<file path="src/gdfs_pkg.sv">
// Package: shared constants for the gate drive fault supervisor
package gdfs_pkg;
  // --------------------------------------------------------------------------
  // Timing
  // --------------------------------------------------------------------------
  localparam int CLK_PERIOD_NS = 10;
  localparam int DEAD_HL_NS = 150;
  localparam int DEAD_LH_NS = 135;
  // Least times round up
  localparam int DEAD_HL_CYC = (DEAD_HL_NS + CLK_PERIOD_NS - 1) / CLK_PERIOD_NS;
  localparam int DEAD_LH_CYC = (DEAD_LH_NS + CLK_PERIOD_NS - 1) / CLK_PERIOD_NS;
  // --------------------------------------------------------------------------
  // Setpoint code
  // --------------------------------------------------------------------------
  localparam int CODE_W = 5;
  localparam int RANGE_BIT = 4;
  localparam logic [3:0] LOW_DISABLE_MIN = 4'h6;
  localparam logic [CODE_W-1:0] CODE_NO_CPU = 5'h1f;
  localparam int DUTY_W = 8;
  // Drive state machine
  typedef enum logic [3:0] {
    GDFS_OFF = 4'h1,
    GDFS_HIGH = 4'h2,
    GDFS_DEAD = 4'h4,
    GDFS_LOW = 4'h8
  } gdfs_state_t;
endpackage

</file>
<file path="src/gdfs_sync.sv">
// Two flip-flop synchroniser for pin inputs
`timescale 1ns/1ps
module gdfs_sync #(
  parameter int W = 1,
  parameter logic [W-1:0] RST_VAL = '0
) (
  // Clock and reset
  input wire logic clock_i,
  input wire logic arst_n_i,
  input wire logic clk_en_i,
  // Data
  input wire logic [W-1:0] d_i,
  output logic [W-1:0] q_o
);
  logic [W-1:0] meta;
  logic [W-1:0] next_meta;
  logic [W-1:0] next_q;
  always_comb begin
    next_meta = clk_en_i ? d_i : meta;
    next_q = clk_en_i ? meta : q_o;
  end
  always_ff @(posedge clock_i or negedge arst_n_i) begin
    if (!arst_n_i) begin
      meta <= RST_VAL;
      q_o <= RST_VAL;
    end else begin
      meta <= next_meta;
      q_o <= next_q;
    end
  end
endmodule

</file>
<file path="src/gdfs_pwm.sv">
// Free running PWM ramp comparing against the duty command
`timescale 1ns/1ps
module gdfs_pwm #(
  parameter int W = 8
) (
  // Clock and reset
  input wire logic clock_i,
  input wire logic arst_n_i,
  input wire logic clk_en_i,
  // Duty
  input wire logic [W-1:0] duty_i,
  input wire logic [W-1:0] duty_min_i,
  input wire logic [W-1:0] duty_max_i,
  output logic high_req_o
);
  logic [W-1:0] ramp;
  logic [W-1:0] next_ramp;
  logic next_req;
  always_comb begin
    next_ramp = clk_en_i ? ramp + 1'b1 : ramp;
    // Below min is zero duty, at or above max is full duty
    if (duty_i < duty_min_i) begin
      next_req = 1'b0;
    end else if (duty_i >= duty_max_i) begin
      next_req = 1'b1;
    end else begin
      next_req = ramp < duty_i;
    end
    if (!clk_en_i) begin
      next_req = high_req_o;
    end
  end
  always_ff @(posedge clock_i or negedge arst_n_i) begin
    if (!arst_n_i) begin
      ramp <= '0;
      high_req_o <= 1'b0;
    end else begin
      ramp <= next_ramp;
      high_req_o <= next_req;
    end
  end
endmodule

</file>
<file path="src/gdfs_top.sv">
// Top: gate drive sequencing with dead times and fault supervision
`timescale 1ns/1ps
module gdfs_top #(
  parameter bit ALT_VARIANT = 1'b0,
  parameter int DUTY_W = gdfs_pkg::DUTY_W,
  parameter int DEAD_HL = gdfs_pkg::DEAD_HL_CYC,
  parameter int DEAD_LH = gdfs_pkg::DEAD_LH_CYC,
  parameter logic [DUTY_W-1:0] DUTY_MIN = 8'h2a,
  parameter logic [DUTY_W-1:0] DUTY_MAX = 8'hd5,
  parameter logic [DUTY_W-1:0] DUTY_CLAMP = 8'h80
) (
  // Clock and reset
  input wire logic clock_i,
  input wire logic arst_n_i,
  input wire logic clk_en_i,
  // Pin inputs
  input wire logic output_enable_i,
  input wire logic [gdfs_pkg::CODE_W-1:0] setpoint_code_bits_i,
  input wire logic supply_lockout_i,
  input wire logic overvoltage_trip_i,
  input wire logic window_high_i,
  input wire logic window_low_i,
  input wire logic loop_clamp_i,
  // Duty command
  input wire logic [DUTY_W-1:0] duty_command_i,
  // Drives
  output logic high_side_drive_o,
  output logic low_side_drive_o,
  // Open-drain power good
  output logic power_good_out_o,
  output logic power_good_oe_o
);
  // --------------------------------------------------------------------------
  // Input synchronisers
  // --------------------------------------------------------------------------
  localparam int NSYNC = gdfs_pkg::CODE_W + 6;
  logic [NSYNC-1:0] raw;
  logic [NSYNC-1:0] syn;
  assign raw = {setpoint_code_bits_i, output_enable_i, supply_lockout_i, overvoltage_trip_i,
                window_high_i, window_low_i, loop_clamp_i};
  // Lockout resets high so drives stay off until it is seen released
  gdfs_sync #(
    .W(NSYNC),
    .RST_VAL({{gdfs_pkg::CODE_W{1'b1}}, 1'b0, 1'b1, 4'h0})
  ) u_sync (
    .clock_i(clock_i),
    .arst_n_i(arst_n_i),
    .clk_en_i(clk_en_i),
    .d_i(raw),
    .q_o(syn)
  );
  logic [gdfs_pkg::CODE_W-1:0] code;
  logic en_s;
  logic lockout_s;
  logic ovp_s;
  logic win_hi_s;
  logic win_lo_s;
  logic clamp_s;
  assign {code, en_s, lockout_s, ovp_s, win_hi_s, win_lo_s, clamp_s} = syn;
  // --------------------------------------------------------------------------
  // Setpoint decode
  // --------------------------------------------------------------------------
  logic code_disable;
  logic [3:0] code_mag;
  always_comb begin
    code_mag = code[3:0];
    // Low range: 4'hf is 1.30 V, descending to 4'h6 at 1.75 V
    code_disable = (!code[gdfs_pkg::RANGE_BIT] && code_mag >= gdfs_pkg::LOW_DISABLE_MIN)
                   || (code == gdfs_pkg::CODE_NO_CPU);
    if (ALT_VARIANT) begin
      code_disable = 1'b0;
    end
  end
  // --------------------------------------------------------------------------
  // Duty request
  // --------------------------------------------------------------------------
  logic [DUTY_W-1:0] duty_eff;
  logic high_req;
  // Clamp caps the command; limits duty the way current limit would
  assign duty_eff = (clamp_s && duty_command_i > DUTY_CLAMP) ? DUTY_CLAMP : duty_command_i;
  gdfs_pwm #(
    .W(DUTY_W)
  ) u_pwm (
    .clock_i(clock_i),
    .arst_n_i(arst_n_i),
    .clk_en_i(clk_en_i),
    .duty_i(duty_eff),
    .duty_min_i(DUTY_MIN),
    .duty_max_i(DUTY_MAX),
    .high_req_o(high_req)
  );
  // --------------------------------------------------------------------------
  // Drive sequencer
  // --------------------------------------------------------------------------
  localparam int CW = 16;
  logic all_off;
  logic want_high;
  gdfs_pkg::gdfs_state_t state;
  gdfs_pkg::gdfs_state_t next_state;
  logic dead_to_low;
  logic next_dead_to_low;
  logic [CW-1:0] cnt;
  logic [CW-1:0] next_cnt;
  logic next_hi;
  logic next_lo;
  assign all_off = lockout_s || !en_s || code_disable;
  assign want_high = high_req && !ovp_s;
  always_comb begin
    next_state = state;
    next_dead_to_low = dead_to_low;
    next_cnt = cnt;
    if (cnt != '0) begin
      next_cnt = cnt - 1'b1;
    end
    unique case (state)
      gdfs_pkg::GDFS_OFF: begin
        if (!all_off) begin
          // Start with the dead gap for the side asked for so neither drive follows the other without dead time
          next_state = gdfs_pkg::GDFS_DEAD;
          next_dead_to_low = !want_high;
          next_cnt = want_high ? CW'(DEAD_LH) : CW'(DEAD_HL);
        end
      end
      gdfs_pkg::GDFS_HIGH: begin
        if (all_off) begin
          next_state = gdfs_pkg::GDFS_OFF;
        end else if (!want_high) begin
          next_state = gdfs_pkg::GDFS_DEAD;
          next_dead_to_low = 1'b1;
          next_cnt = CW'(DEAD_HL);
        end
      end
      gdfs_pkg::GDFS_LOW: begin
        if (all_off) begin
          next_state = gdfs_pkg::GDFS_OFF;
        end else if (want_high) begin
          next_state = gdfs_pkg::GDFS_DEAD;
          next_dead_to_low = 1'b0;
          next_cnt = CW'(DEAD_LH);
        end
      end
      gdfs_pkg::GDFS_DEAD: begin
        if (all_off) begin
          next_state = gdfs_pkg::GDFS_OFF;
        end else if (cnt <= CW'(1)) begin
          // Request flipped during the gap: restart the dead gap toward the side now asked for
          next_state = want_high ? gdfs_pkg::GDFS_HIGH : gdfs_pkg::GDFS_LOW;
          if (want_high == dead_to_low) begin
            next_state = gdfs_pkg::GDFS_DEAD;
            next_dead_to_low = !want_high;
            next_cnt = want_high ? CW'(DEAD_LH) : CW'(DEAD_HL);
          end
        end
      end
      default: begin
        next_state = gdfs_pkg::GDFS_OFF;
      end
    endcase
    if (!clk_en_i) begin
      next_state = state;
      next_dead_to_low = dead_to_low;
      next_cnt = cnt;
    end
    next_hi = next_state == gdfs_pkg::GDFS_HIGH;
    next_lo = next_state == gdfs_pkg::GDFS_LOW;
  end
  always_ff @(posedge clock_i or negedge arst_n_i) begin
    if (!arst_n_i) begin
      state <= gdfs_pkg::GDFS_OFF;
      dead_to_low <= 1'b0;
      cnt <= '0;
      high_side_drive_o <= 1'b0;
      low_side_drive_o <= 1'b0;
    end else begin
      state <= next_state;
      dead_to_low <= next_dead_to_low;
      cnt <= next_cnt;
      high_side_drive_o <= next_hi;
      low_side_drive_o <= next_lo;
    end
  end
  // --------------------------------------------------------------------------
  // Power good
  // --------------------------------------------------------------------------
  logic next_pg_oe;
  always_comb begin
    // Pulled low out of window or in lockout
    next_pg_oe = clk_en_i ? (win_hi_s || win_lo_s || lockout_s) : power_good_oe_o;
  end
  always_ff @(posedge clock_i or negedge arst_n_i) begin
    if (!arst_n_i) begin
      power_good_oe_o <= 1'b1;
    end else begin
      power_good_oe_o <= next_pg_oe;
    end
  end
  assign power_good_out_o = 1'b0;
endmodule

</file>
<file path="config.mk">
export PLATFORM = sky130hd
export DESIGN_NAME = gdfs_top
export DESIGN_NICKNAME = d
export VERILOG_FILES = /design/src/gdfs_pkg.sv /design/src/gdfs_sync.sv /design/src/gdfs_pwm.sv /design/src/gdfs_top.sv
export SDC_FILE = /design/constraint.sdc
export NUM_CORES = 1
export LEC_CHECK = 0
export BUFFER_PORTS_ARGS = -buffer_cell sky130_fd_sc_hd__buf_2
export CAP_MARGIN = 10
export CORE_ASPECT_RATIO = 0.75
export CORE_MARGIN = 10
export CORE_UTILIZATION = 35
export DETAILED_ROUTE_END_ITERATION = 8
export PLACE_DENSITY = 0.55
export SLEW_MARGIN = 20
export SYNTH_ARGS = -nofsm -noshare
export SYNTH_HDL_FRONTEND = slang
export SYNTH_SLANG_ARGS = --single-unit
</file>
<file path="constraint.sdc">
create_clock -name clock_i -period 1.97 [get_ports clock_i]
set_input_delay 0 -clock clock_i [delete_from_list [all_inputs] [get_ports clock_i]]
set_output_delay 0 -clock clock_i [all_outputs]
set_load 0.005 [all_outputs]
</file>
; After elaboration in Yosys (flattened, before gate mapping)
; Index checks and enable logic that the tools add are counted.
[op_classes]
eq_ne = 16
order_cmp = 6
mux = 34
n_addsub = 2
reduce_logical = 15
[ops]
columns = op, n
row1 = 16-bit 2-to-1 mux, 9
row2 = 16-bit case mux with 4 select lines, 1
row3 = 4-bit 2-to-1 mux, 10
row4 = "16-bit by 1-bit less-or-equal comparator with 1-bit output, second input constant", 1
row5 = "2-bit != test, second input constant", 8
row6 = 4-bit case mux with 4 select lines, 1
row7 = 16-bit nonzero test, 1
row8 = "16-bit by 1-bit subtractor with 16-bit output, second input constant", 1
row9 = 1-bit 2-to-1 mux, 11
row10 = 10-bit AND reduction, 1
row11 = "8-bit by 1-bit adder with 8-bit output, second input constant", 1
row12 = "4-bit by 2-bit equality test with 1-bit output, second input constant", 2
row13 = "4-bit equality test, second input constant", 2
row14 = "8-bit greater-or-equal comparator, second input constant", 1
row15 = "8-bit > comparator, second input constant", 1
row16 = "8-bit by 6-bit less-than comparator with 1-bit output, second input constant", 1
row17 = 8-bit less-than comparator, 1
row18 = 8-bit 2-to-1 mux, 1
row19 = "5-bit equality test, second input constant", 1
row20 = 1-bit logical OR, 5
row21 = "4-bit by 1-bit equality test with 1-bit output, second input constant", 1
row22 = "4-bit by 3-bit equality test with 1-bit output, second input constant", 1
row23 = "4-bit by 3-bit greater-or-equal comparator with 1-bit output, second input constant", 1
row24 = 1-bit zero test, 4
row25 = other kinds (4), 6
[totals]
ff_bits = 55
in_bits = 22
wordCells = 83
out_inout_bits = 4

; Longest topological paths before layout
; Gate-level depths: netlist of run 1.
[logic_depth]
word_depth = 9
ltp_mapped = 9
ltp_nobuf = 8

; Modules after synthesis
; From an unflattened synthesis of run 1, not the netlist that was laid out.
[unflattened]
hier_cells = 329
area_unflattened_um2 = 3344.5
[modules_own_cells]
columns = module, instances, seq_area_each_um2, cells_each, area_each_um2
row1 = gdfs_top, 1, 603.1, 177, 1587.8
row2 = gdfs_pwm, 1, 225.2, 106, 920.9
row3 = gdfs_sync, 1, 565.5, 46, 835.8

; Worst setup path before layout of run 1
; OpenSTA, ideal clock, no wires.
[synth_path]
path_type = register to register
start = reg cnt[8]
end = reg cnt[15]
slack_ns = -0.138
t_arrival_ns = 1.990
setup_ns = 0.119
required_ns = 1.851
synth_period_minus_slack_ns = 2.108
path_buffers = 2
stages_incl_launch_ff = 9
cell_sequence = dfrtp_1 or4_4 or3_4 nor3_2 a31o_1 and2_1 buf_4 buf_6 nor2_1
[synth_via]
elab_chain_cells = 6
elab_cells_between_ends = 13
cone_classes = add/sub: 1 / order compare: 1 / mux: 10 / reduce/logical: 1
[synth_rtl]
columns = element, line_no
row1 = "start, declared", gdfs_top.sv:102  ; logic [CW-1:0] cnt;
row2 = "start signal, assigned", gdfs_top.sv:177  ; cnt <= next_cnt;
row3 = 16-bit by 1-bit subtractor with 16-bit output or 16-bit nonzero test (tied branches), "gdfs_top.sv:113, gdfs_top.sv:112"
row4 = 16-bit 2-to-1 mux, gdfs_top.sv:112  ; if (cnt != '0) begin
row5 = 16-bit 2-to-1 mux, gdfs_top.sv:148  ; if (want_high == dead_to_low) begin
row6 = 16-bit 2-to-1 mux, gdfs_top.sv:145  ; end else if (cnt <= CW'(1)) begin
row7 = 16-bit 2-to-1 mux, gdfs_top.sv:143  ; if (all_off) begin
row8 = 16-bit case mux with 4 select lines (*), gdfs_top.sv:115  ; unique case (state)
; Every way passes the cells marked *; elsewhere a longest branch is shown, timed or not.
; A chain may end at the register's enable or synchronous reset.

; Worst setup path in the final report of run 1
[layout_path]
start = reg cnt[11]
end = reg cnt[0]
[layout_via]
elab_chain_cells = 6
elab_cells_between_ends = 12
cone_classes = order compare: 1 / mux: 10 / reduce/logical: 1
[layout_rtl]
columns = element, line_no
row1 = "parallel branches: the longest is 5 deep, another holds 16-bit by 1-bit less-or-equal comparator with 1-bit output", -
row2 = 16-bit case mux with 4 select lines (*), gdfs_top.sv:115
; Mark *: on every way between the ends.

==> results of run 1 <==
## state kept, by name (all words and copies together) (netlist names)
| signal | cells |
|---|---|
| low_side_drive_o | 1 |
| state | 4 |
| high_side_drive_o | 1 |
| cnt | 16 |
| u_sync.q_o | 11 |
| dead_to_low | 1 |
| power_good_oe_o | 1 |
| u_pwm.high_req_o | 1 |
| u_sync.meta | 11 |
| u_pwm.ramp | 8 |
## cells by family (layout without fill, tap and decap cells)
family,after synthesis,in the layout,synth area share
xor gates and xnor gates,21,21,0.0617
adders and majority gates,13,13,0.0546
other,1,1,0.00126
DFF,55,55,0.467
and+or+nand+nor,98,98,0.181
buffers and inverters,21,98,0.0415
AOI/OAI and AO/OA,43,43,0.110
muxes,22,22,0.0831
## per-stage QoR
step,setup WS [ns],util,instance area (um2),cells,total power [W]
global route,-0.306,0.472,3950,459,0.00490
floorplan,-0.131,-,2990,274,0.00270
CTS,-0.168,0.448,3760,453,0.00434
detailed placement,-0.232,0.409,3430,430,0.00329
finish,-0.223,0.472,3950,459,0.00456
global placement,-0.122,0.409,3430,430,0.00326
## synthesized netlist by cell type (4+ instances only)
library cell | instances | area, um2
dfstp_2 | 14 | 368
a21oi_1 | 9 | 45.0
nand2_1 | 17 | 63.8
ha_1 | 13 | 163
nor4_1 | 7 | 43.8
nor2_1 | 24 | 90.1
nand2b_1 | 5 | 31.3
nor3_1 | 13 | 65.1
dfrtp_1 | 41 | 1030
mux2_2 | 22 | 248
buf_4 | 6 | 45.0
nand4_1 | 5 | 31.3
a211o_1 | 5 | 43.8
xor2_1 | 4 | 35.0
inv_1 | 9 | 33.8
xnor2_1 | 17 | 149
nand3_1 | 6 | 30.0
o21ai_0 | 8 | 40.0
## where the power goes
group	switching (W)	internal (W)	total [W]
combinational	0.000936	0.00103	0.00196
sequential	0.000261	0.00144	0.00170
clock	0.000420	0.000478	0.000899
total	0.00162	0.00294	0.00456
## cells in the final DEF, fill, tap and decap left out, drive strengths merged, types with 11 or more instances in the layout
| master | netlist | layout |
|---|---|---|
| buf | 9 | 68 |
| dfrtp | 41 | 41 |
| nor2 | 24 | 24 |
| mux2 | 22 | 22 |
| nand2 | 17 | 17 |
| xnor2 | 17 | 17 |
| nor3 | 15 | 15 |
| dfstp | 14 | 14 |
| ha | 13 | 13 |
| dlygate4sd3 | 0 | 12 |
| inv | 9 | 11 |
## worst max-delay path by stage
stage / slack [ns] / endpoint
floorplan: -0.13 / cnt[15]
global placement: -0.12 / high_side_drive_o
detailed placement: -0.23 / low_side_drive_o
CTS: -0.17 / low_side_drive_o
global route: -0.31 / cnt[0]
finish: -0.22 / cnt[0]
## cell type report
| class | instances | area, um2 |
|---|---|---|
| repair buffers | 81 | 612 |
| fillers | 797 | 4430 |
| flip-flops and latches | 55 | 1390 |
| clock buffers | 6 | 129 |
| clock inverters | 2 | 15.0 |
| multi-input cells | 198 | 1640 |
| well taps | 108 | 135 |
| inverters | 9 | 33.8 |
## metal layers
metal,GRT usage,vias to the layer above,share of wire
li1,-,1137,-
met3,0.0269,7,0.041
met5,0,-,0
met4,0.0262,0,0.0088
met2,0.158,39,0.45
met1,0.149,1091,0.50
## worst max-delay path: cells and delay by family, from the launching register on
family                 cells  cell delay (ns)
and+or+nand+nor            3             1.13
DFF                        1             0.38
AOI/OAI and AO/OA          3             0.38
buffers and inverters      1             0.16
## what timing repair did
action	4_1_cts	5_1_grt
buffers inserted	3	5
hold buffers	12	0
gates cloned	0	1
resized for setup	9	32
endpoints found under the setup margin	23	23
hold endpoints to repair	36	0
pin swaps	4	15
==> impl_results.md, run 1 <==
* Status: finished with violations
* Failing checks: setup timing
* Worst hold start: duty_command_i[6]
* Area grow syn2layout at 32.6%
* Setup ws final at -0.223 ns
* Crit-path max FO at 4
* Slowest CP cell: or4_4
* Antenna violations before repair at 0
* Seq/Total Area, Yosys at 0.467
* Layout Nets at roughly 390
* FF-to-FF Start: cnt[11]
* DIE AREA at 12600 um2
* Number of global-route vias before repair at ~2400
* FF+latch count, synth at 55
* Ant. Diodes at 0
* Die Y at approximately 100 um
* Asr flop ratio synth at 1.00
* Crit path cell chain: or4_4 > or3_4 > nor4_4 > buf_4 > a32o_2 > a211o_1 > o2111ai_2
* YS warnings at 0
* Worst Max-Slew Pin Slew at 0.649 ns
* Synth Area per Inst at ~11 um2
* CP peak stage delay at ~0.54 ns
* First-pass GRT wire length at ~11000 um
* Drt drc at 0
* Via count at 2274
* Startpoint types: flop
* Period minus WS final at 2.19 ns
* Antenna Nets Post-Route at 0
* Reg clk slew, reported paths at approximately 0.070 ns
* Crit. End Element: flop
* Capturing point of the worst reg2reg path: cnt[0]
* Worst R2R Path Depth at 7
* Root buffer cell: clkbuf_16
* Fmax achieved at ~0.46 GHz
* Final Hold Vio Count at 0
* Final Slew Violations at 0
* Cells after Synth at approximately 270
* Unrepaired setup endpoints after global routing: yes
* Clock skew at between 0.008 and 0.009 ns
* 1st-iter DRT viols at 72
* Share of layout cells above drive strength 1 at 0.422
* Core area at 8380 um2
* Static leakage at around 1.7 nW
* Skew-Pair Late Insertion Delay at 0.30 ns
* Syn Nets at 309
* Row cnt at 29
* Drt first pass iters at 4
* CP Class: flop to flop
* Cell count of the worst hold path at 3
* I/O pin count at 26
* PortBufs at 24
* Setup slack, reg-to-reg at -0.22 ns
* Post-Syn Area at 2980 um2
* Slew HR at 0.567
* Gr usage total at 0.106
* CTS buffer count at 5
* Wire per inst at about 14 um
* Main synth FF type: dfrtp_1
* GR Overflow Total at 0
* Hold Crit Endpoint: u_pwm.high_req_o
* Arrival time of the worst setup path at ~2.4 ns
* Largest net degree at the start of global routing at 29
* CTS tree: built
* Die width at ~130 um
* Placer Congestion at roughly 0.81
* DR vias/cell at 4.95
* Setup TNS at -3.60 ns
* Number of synthesized flops with an enable pin at 0
* Hold Slack at 0.0278 ns
* PD cells at about 1200 nW/um2
* Fin crit share at 1.11
* DP HPWL at around 4700 um
* Worst setup path start: cnt[11]
* Count of cell types in the netlist at 51
* Initial Utilization at 0.356
* Worst vdd ir at 668 uV
* Clock buffer depth at 2
* CTS H-tree depth at 2
* Max Cap Viol at 0
* Hold crit path type: input pin to flop
* Drt total wl at around 6600 um
* Clock Sinks at 55
* Worst Path Required at between 2 and 2.5 ns
* # setup viols final at 22
Power figures use the tool's default switching activity.
==> run 2: changes to the inputs <==
CORE_MARGIN = not set   (was 10)
GPL_ROUTABILITY_DRIVEN = 0   (was not set)
SKIP_CTS_REPAIR_TIMING = 1   (was not set)
==> run 2 against run 1 <==
The run still ends with setup timing left. Combinational power shrank 17%. Non-clock buffer count shrank 4. Critical path depth is the same. Critical path type unchanged. Largest power group is now sequential cells.
==> impl_results.md, run 2 (synthesis results as in run 1) <==
* Status: finished with violations
* Failing checks: setup timing
* Wire per inst at 13.5 um
* Gr usage total at 0.151
* Dpl cell area at 3410 um2
* DIE AREA at ~8900 um2
* Final Slew Violations at 0
* Slowest CP cell: or4_4
* Largest regs: cnt (16), u_sync.meta (11), u_sync.q_o (11)
* GR Overflow Total at 0
* Drt drc at 0
* CTS H-tree depth at 2
* Core area at about 8100 um2
* Arrival time of the worst setup path at between 2 and 2.5 ns
* Slew HR at 0.586
* # setup viols final at 22
* Worst path bufs/invs at 1
* Startpoint types: flop
* Unrepaired setup endpoints after global routing: yes
* DR vias/cell at between 5 and 6
* 1st-iter DRT viols at 100
* Clock skew at 0.00461 ns
* Largest net degree at the start of global routing at 27
* CP Class: flop to flop
* Crit-path max FO at 7
* Layout Nets at 381
* Period minus WS final at between 2 and 2.5 ns
* Die Y at 81.9 um
* Number of flip-flops in the largest register at 16
* Die width at about 110 um
* Final Hold Vio Count at 0
* Crit. End Element: flop
* Row cnt at 28
* Number of global-route vias before repair at 2152
* Fin crit share at 1.10
* Worst vdd ir at 590 uV
* Clock buffer depth at 2
* Worst setup path start: cnt[11]
* Root buffer cell: clkbuf_16
* Worst Path Required at about 2.1 ns
* Reg clk slew, reported paths at ~0.070 ns
* Hold Slack at approximately 0.073 ns
* Ant. Diodes at 0
* Worst Max-Slew Pin Slew at 0.618 ns
* Initial Utilization at 0.370
* Design area at between 3000 and 4000 um2
* Commonest non-fill, non-tap cell in the layout: dfrtp_1
* Hold crit path type: input pin to flop
* I/O pin count at 26
* Fmax achieved at 0.459 GHz
* Worst hold start: duty_command_i[6]
* Largest reg by FF count: cnt
* FF-to-FF Start: cnt[11]
* Setup ws final at -0.207 ns
* PortBufs at 24
* Drt first pass iters at 7
* Antenna violations before repair at 0
* PD cells at about 1100 nW/um2
* CTS buffer count at 5
* Via count at around 2300
* DP HPWL at about 4500 um
* Clock Sinks at 55
* First-pass GRT wire length at approximately 10000 um
* Max Cap Viol at 0
* Skew-Pair Late Insertion Delay at 0.29 ns
* Most frequent cells in the layout: dfrtp_1, buf_4, nor2_1, buf_2, mux2_2
* Crit path cell chain: or4_4 > or3_4 > nor3_2 > a31o_1 > and2_4 > buf_4 > a21oi_1
* CP peak stage delay at 0.54 ns
* Static leakage at about 1.7 nW
* Area grow syn2layout at 26.0%
* FILL cells at 780
* CTS tree: built
* Antenna Nets Post-Route at 0
* Share of layout cells above drive strength 1 at 0.357
* Drt total wl at between 6000 and 7000 um
* Largest delay share family, worst path: simple AND/OR/NAND/NOR gates
[run 2: per-layer routing]
| layer | track usage | vias up | wire length, um |
|---|---|---|---|
| li1 | - | 1120 | - |
| met5 | 0 | - | 0 |
| met4 | 0.0284 | 0 | 38 |
| met3 | 0.0325 | 4 | 229 |
| met2 | 0.231 | 37 | 2760 |
| met1 | 0.219 | 1105 | 3070 |
[run 2: cell type report]
class,instances,area [um2],share of cell area
inverters,9,33.8,0.00899
clock inverters,2,17.5,0.00466
clock buffers,6,139,0.0370
multi-input cells,198,1490,0.397
well taps,105,131,0.0350
repair buffers,77,552,0.147
flip-flops and latches,55,1390,0.371
[run 2: path summary, 6_finish.rpt]
| check | slack, ns | cells after the start | to |
|---|---|---|---|
| max | -0.21 | 7 | cnt[7] |
| min | 0.07 | 3 | u_pwm.high_req_o |
| max reg2reg | -0.21 | 7 | cnt[7] |
| min reg2reg | 0.48 | 1 | u_pwm.ramp[7] |
| max in group asynchronous | 1.05 | 3 | state[0] |
| min in group asynchronous | 0.23 | 2 | cnt[7] |
[run 2: report_power, final]
| part | total (W) | leakage [nW] | switching (W) | internal (W) |
|---|---|---|---|---|
| combinational | 0.00162 | 0.938 | 0.000777 | 0.000843 |
| sequential | 0.00169 | 0.666 | 0.000249 | 0.00144 |
| clock | 0.000938 | 0.0779 | 0.000421 | 0.000516 |
| total | 0.00425 | 1.68 | 0.00145 | 0.00280 |
[run 2: worst reg2reg max path, cell delays in order, from the launching register on]
cell	delay [ns]
dfrtp_1	0.38
or4_4	0.54
or3_4	0.42
nor3_2	0.16
a31o_1	0.19
and2_4	0.16
buf_4	0.16
a21oi_1	0.05
[run 2: through the flow]
step / util / std cells / setup TNS (ns) / worst slack [ns] / total power [W]
2_1_floorplan: - / 274 / -1.63 / -0.131 / 0.00270
3_3_place_gp: 0.423 / 426 / -2.60 / -0.185 / 0.00317
3_5_place_dp: 0.423 / 426 / -2.94 / -0.188 / 0.00321
4_1_cts: 0.442 / 434 / -3.47 / -0.210 / 0.00418
5_1_grt: 0.466 / 452 / -5.60 / -0.303 / 0.00456
6_report: 0.466 / 452 / -3.54 / -0.207 / 0.00425
==> run 3: changes to the inputs <==
CORE_UTILIZATION = 54   (was 35)
PLACE_DENSITY = 0.78   (was 0.55)
==> run 3 against run 2 <==
The run still ends with setup timing left. Global-route usage rose by 7.1 points. Via count rose by 1.5%. Flip-flop and latch count did not move. Hold slack lost 0.014 ns. Sequential power grew 2%. Clock-buffer cell count fell by 1. Register-to-register slack about the same. Combinational power rose by 14%.
==> impl_results.md, run 3 (synthesis results as in run 1) <==
* DR vias/cell at approximately 5.5
* Gr usage total at 0.222
* Final Hold Vio Count at 0
* Multi-input logic area at approximately 1600 um2
* Startpoint types: flop
* CTS H-tree depth at 2
* Clock power share at 0.155
* Ant. Diodes at 0
* Clock Sinks at 55
* Die Y at between 60 and 70 um
* Flop pwr share at 0.409
* DP Worst Slack at -0.233 ns
* Layout Nets at ~380
* Fin crit share at 1.10
* PortBufs at 24
* Reg area at roughly 1400 um2
* Status: finished with violations
* Crit-path max FO at 6
* Internal at roughly 0.0026 W
* Final Slew Violations at 0
* Root buffer cell: clkbuf_8
* DP HPWL at 4300 um
* CTS buffer count at 5
* Number of global-route vias before repair at a little over 2000
* Slew HR at 0.547
* Largest regs: cnt (16), u_sync.meta (11), u_sync.q_o (11)
* # setup viols final at 20
* Fin util at 0.706
* Unrepaired setup endpoints after global routing: yes
* Max Cap Viol at 0
* Hold crit path type: input pin to flop
* GR Overflow Total at 0
* Largest net degree at the start of global routing at 56
* Commonest non-fill, non-tap cell in the layout: dfrtp_1
* CP Class: flop to flop
* P_sw at 0.00160 W
* Failing checks: setup timing
* Drt first pass iters at 5
* Static leakage at around 1.6 nW
* Worst Max-Slew Pin Slew at a little under 0.7 ns
* Die width at 87.8 um
* I/O pin count at 26
* DIE AREA at between 5000 and 6000 um2
* Drt drc at 0
* Final total power at 0.00422 W
* PD cells at between 1000 and 1500 nW/um2
* Core area at 5320 um2
* Dpl cell area at between 3000 and 4000 um2
* Share of layout cells above drive strength 1 at 0.402
* CTS tree: built
* Worst vdd ir at 648 uV
* Switching share of power at 0.379
* Worst Path Required at 2.18 ns
* Row cnt at 23
* Largest reg by FF count: cnt
* DP Cell Count at roughly 390
* Combinational power share at 0.436
* Antenna violations before repair at 0
* Initial Utilization at 0.560
* Number of flip-flops in the largest register at 16
* Design area at between 3000 and 4000 um2
* Clock skew at roughly 0.0094 ns
* Drt total wl at approximately 6600 um
* Skew-Pair Late Insertion Delay at 0.31 ns
* Clock buffer depth at 2
* Most frequent cells in the layout: dfrtp_1, buf_4, buf_2
* Fmax achieved at approximately 0.46 GHz
* Via count at 2300
* Period minus WS final at roughly 2.2 ns
* First-pass GRT wire length at 9790 um
* Reg clk slew, reported paths at about 0.10 ns
* Wire per inst at between 15 and 20 um
* 1st-iter DRT viols at approximately 210
* Post-route insts no fill at ~420
* Area grow syn2layout at 26.1%
* Arrival time of the worst setup path at 2.38 ns
* Antenna Nets Post-Route at 0
* Setup slack, reg-to-reg at -0.20 ns
* FILL cells at 390
* Setup ws final at -0.203 ns
* Crit. End Element: flop
## run 3: cell types whose count changed in the layout (fill, tap and decap cells not counted), moves of 3 or more
cell       before  now
buf_4          40   35
clkbuf_16       5    1
nor2_1         24   16
nor2_2          0    5
clkbuf_8        1    5
nor4_2          1    4
nor2_4          0    3
nor4_1          7    3
## run 3: area by class of cell
| class | count | area share |
|---|---|---|
| flip-flops and latches | 55 | 0.371 |
| clock inverters | 3 | 0.00699 |
| inverters | 9 | 0.00899 |
| multi-input cells | 198 | 0.424 |
| clock buffers | 5 | 0.0183 |
| well taps | 75 | 0.0250 |
| repair buffers | 73 | 0.146 |
## run 3: path summary, 6_finish.rpt
| path | start | cells after the start | endpoint |
|---|---|---|---|
| setup / recovery | cnt[11] | 7 | cnt[14] |
| hold / removal | duty_command_i[6] | 3 | u_pwm.high_req_o |
| setup reg to reg | cnt[11] | 7 | cnt[14] |
| hold reg to reg | u_pwm.ramp[7] | 1 | u_pwm.ramp[7] |
| max in group asynchronous | arst_n_i | 3 | dead_to_low |
| min in group asynchronous | arst_n_i | 3 | cnt[8] |
## run 3: worst max-delay path: stages, from the launching register on
cell	delay, ns
dfrtp_1	0.40
or4_4	0.55
or3_4	0.41
nor3_4	0.13
a31o_1	0.19
and2_4	0.19
clkbuf_16	0.16
nor2_2	0.04
## run 3: power by group through the flow
stage,logic [W],clock network [W],registers [W]
global route,0.00200,0.000707,0.00177
floorplan,0.00103,0,0.00167
finish,0.00184,0.000655,0.00173
global placement,0.00141,0,0.00170
CTS,0.00148,0.000668,0.00170
detailed placement,0.00146,0,0.00171
## run 3: per-stage QoR
step	setup TNS, ns	hold slack (ns)
4_1_cts	-4.47	-0.174
3_5_place_dp	-3.56	0.163
3_3_place_gp	-2.20	0.169
6_report	-3.27	0.0596
2_1_floorplan	-1.63	-0.296
5_1_grt	-4.98	0.0933
## run 3: routing by layer
metal  GRT usage  part of all wire  up-vias
met5           0                 0        -
met3      0.0462             0.032        7
met2       0.324              0.47       44
met4      0.0533            0.0085        0
met1       0.334              0.49     1136
li1            -                 -     1113
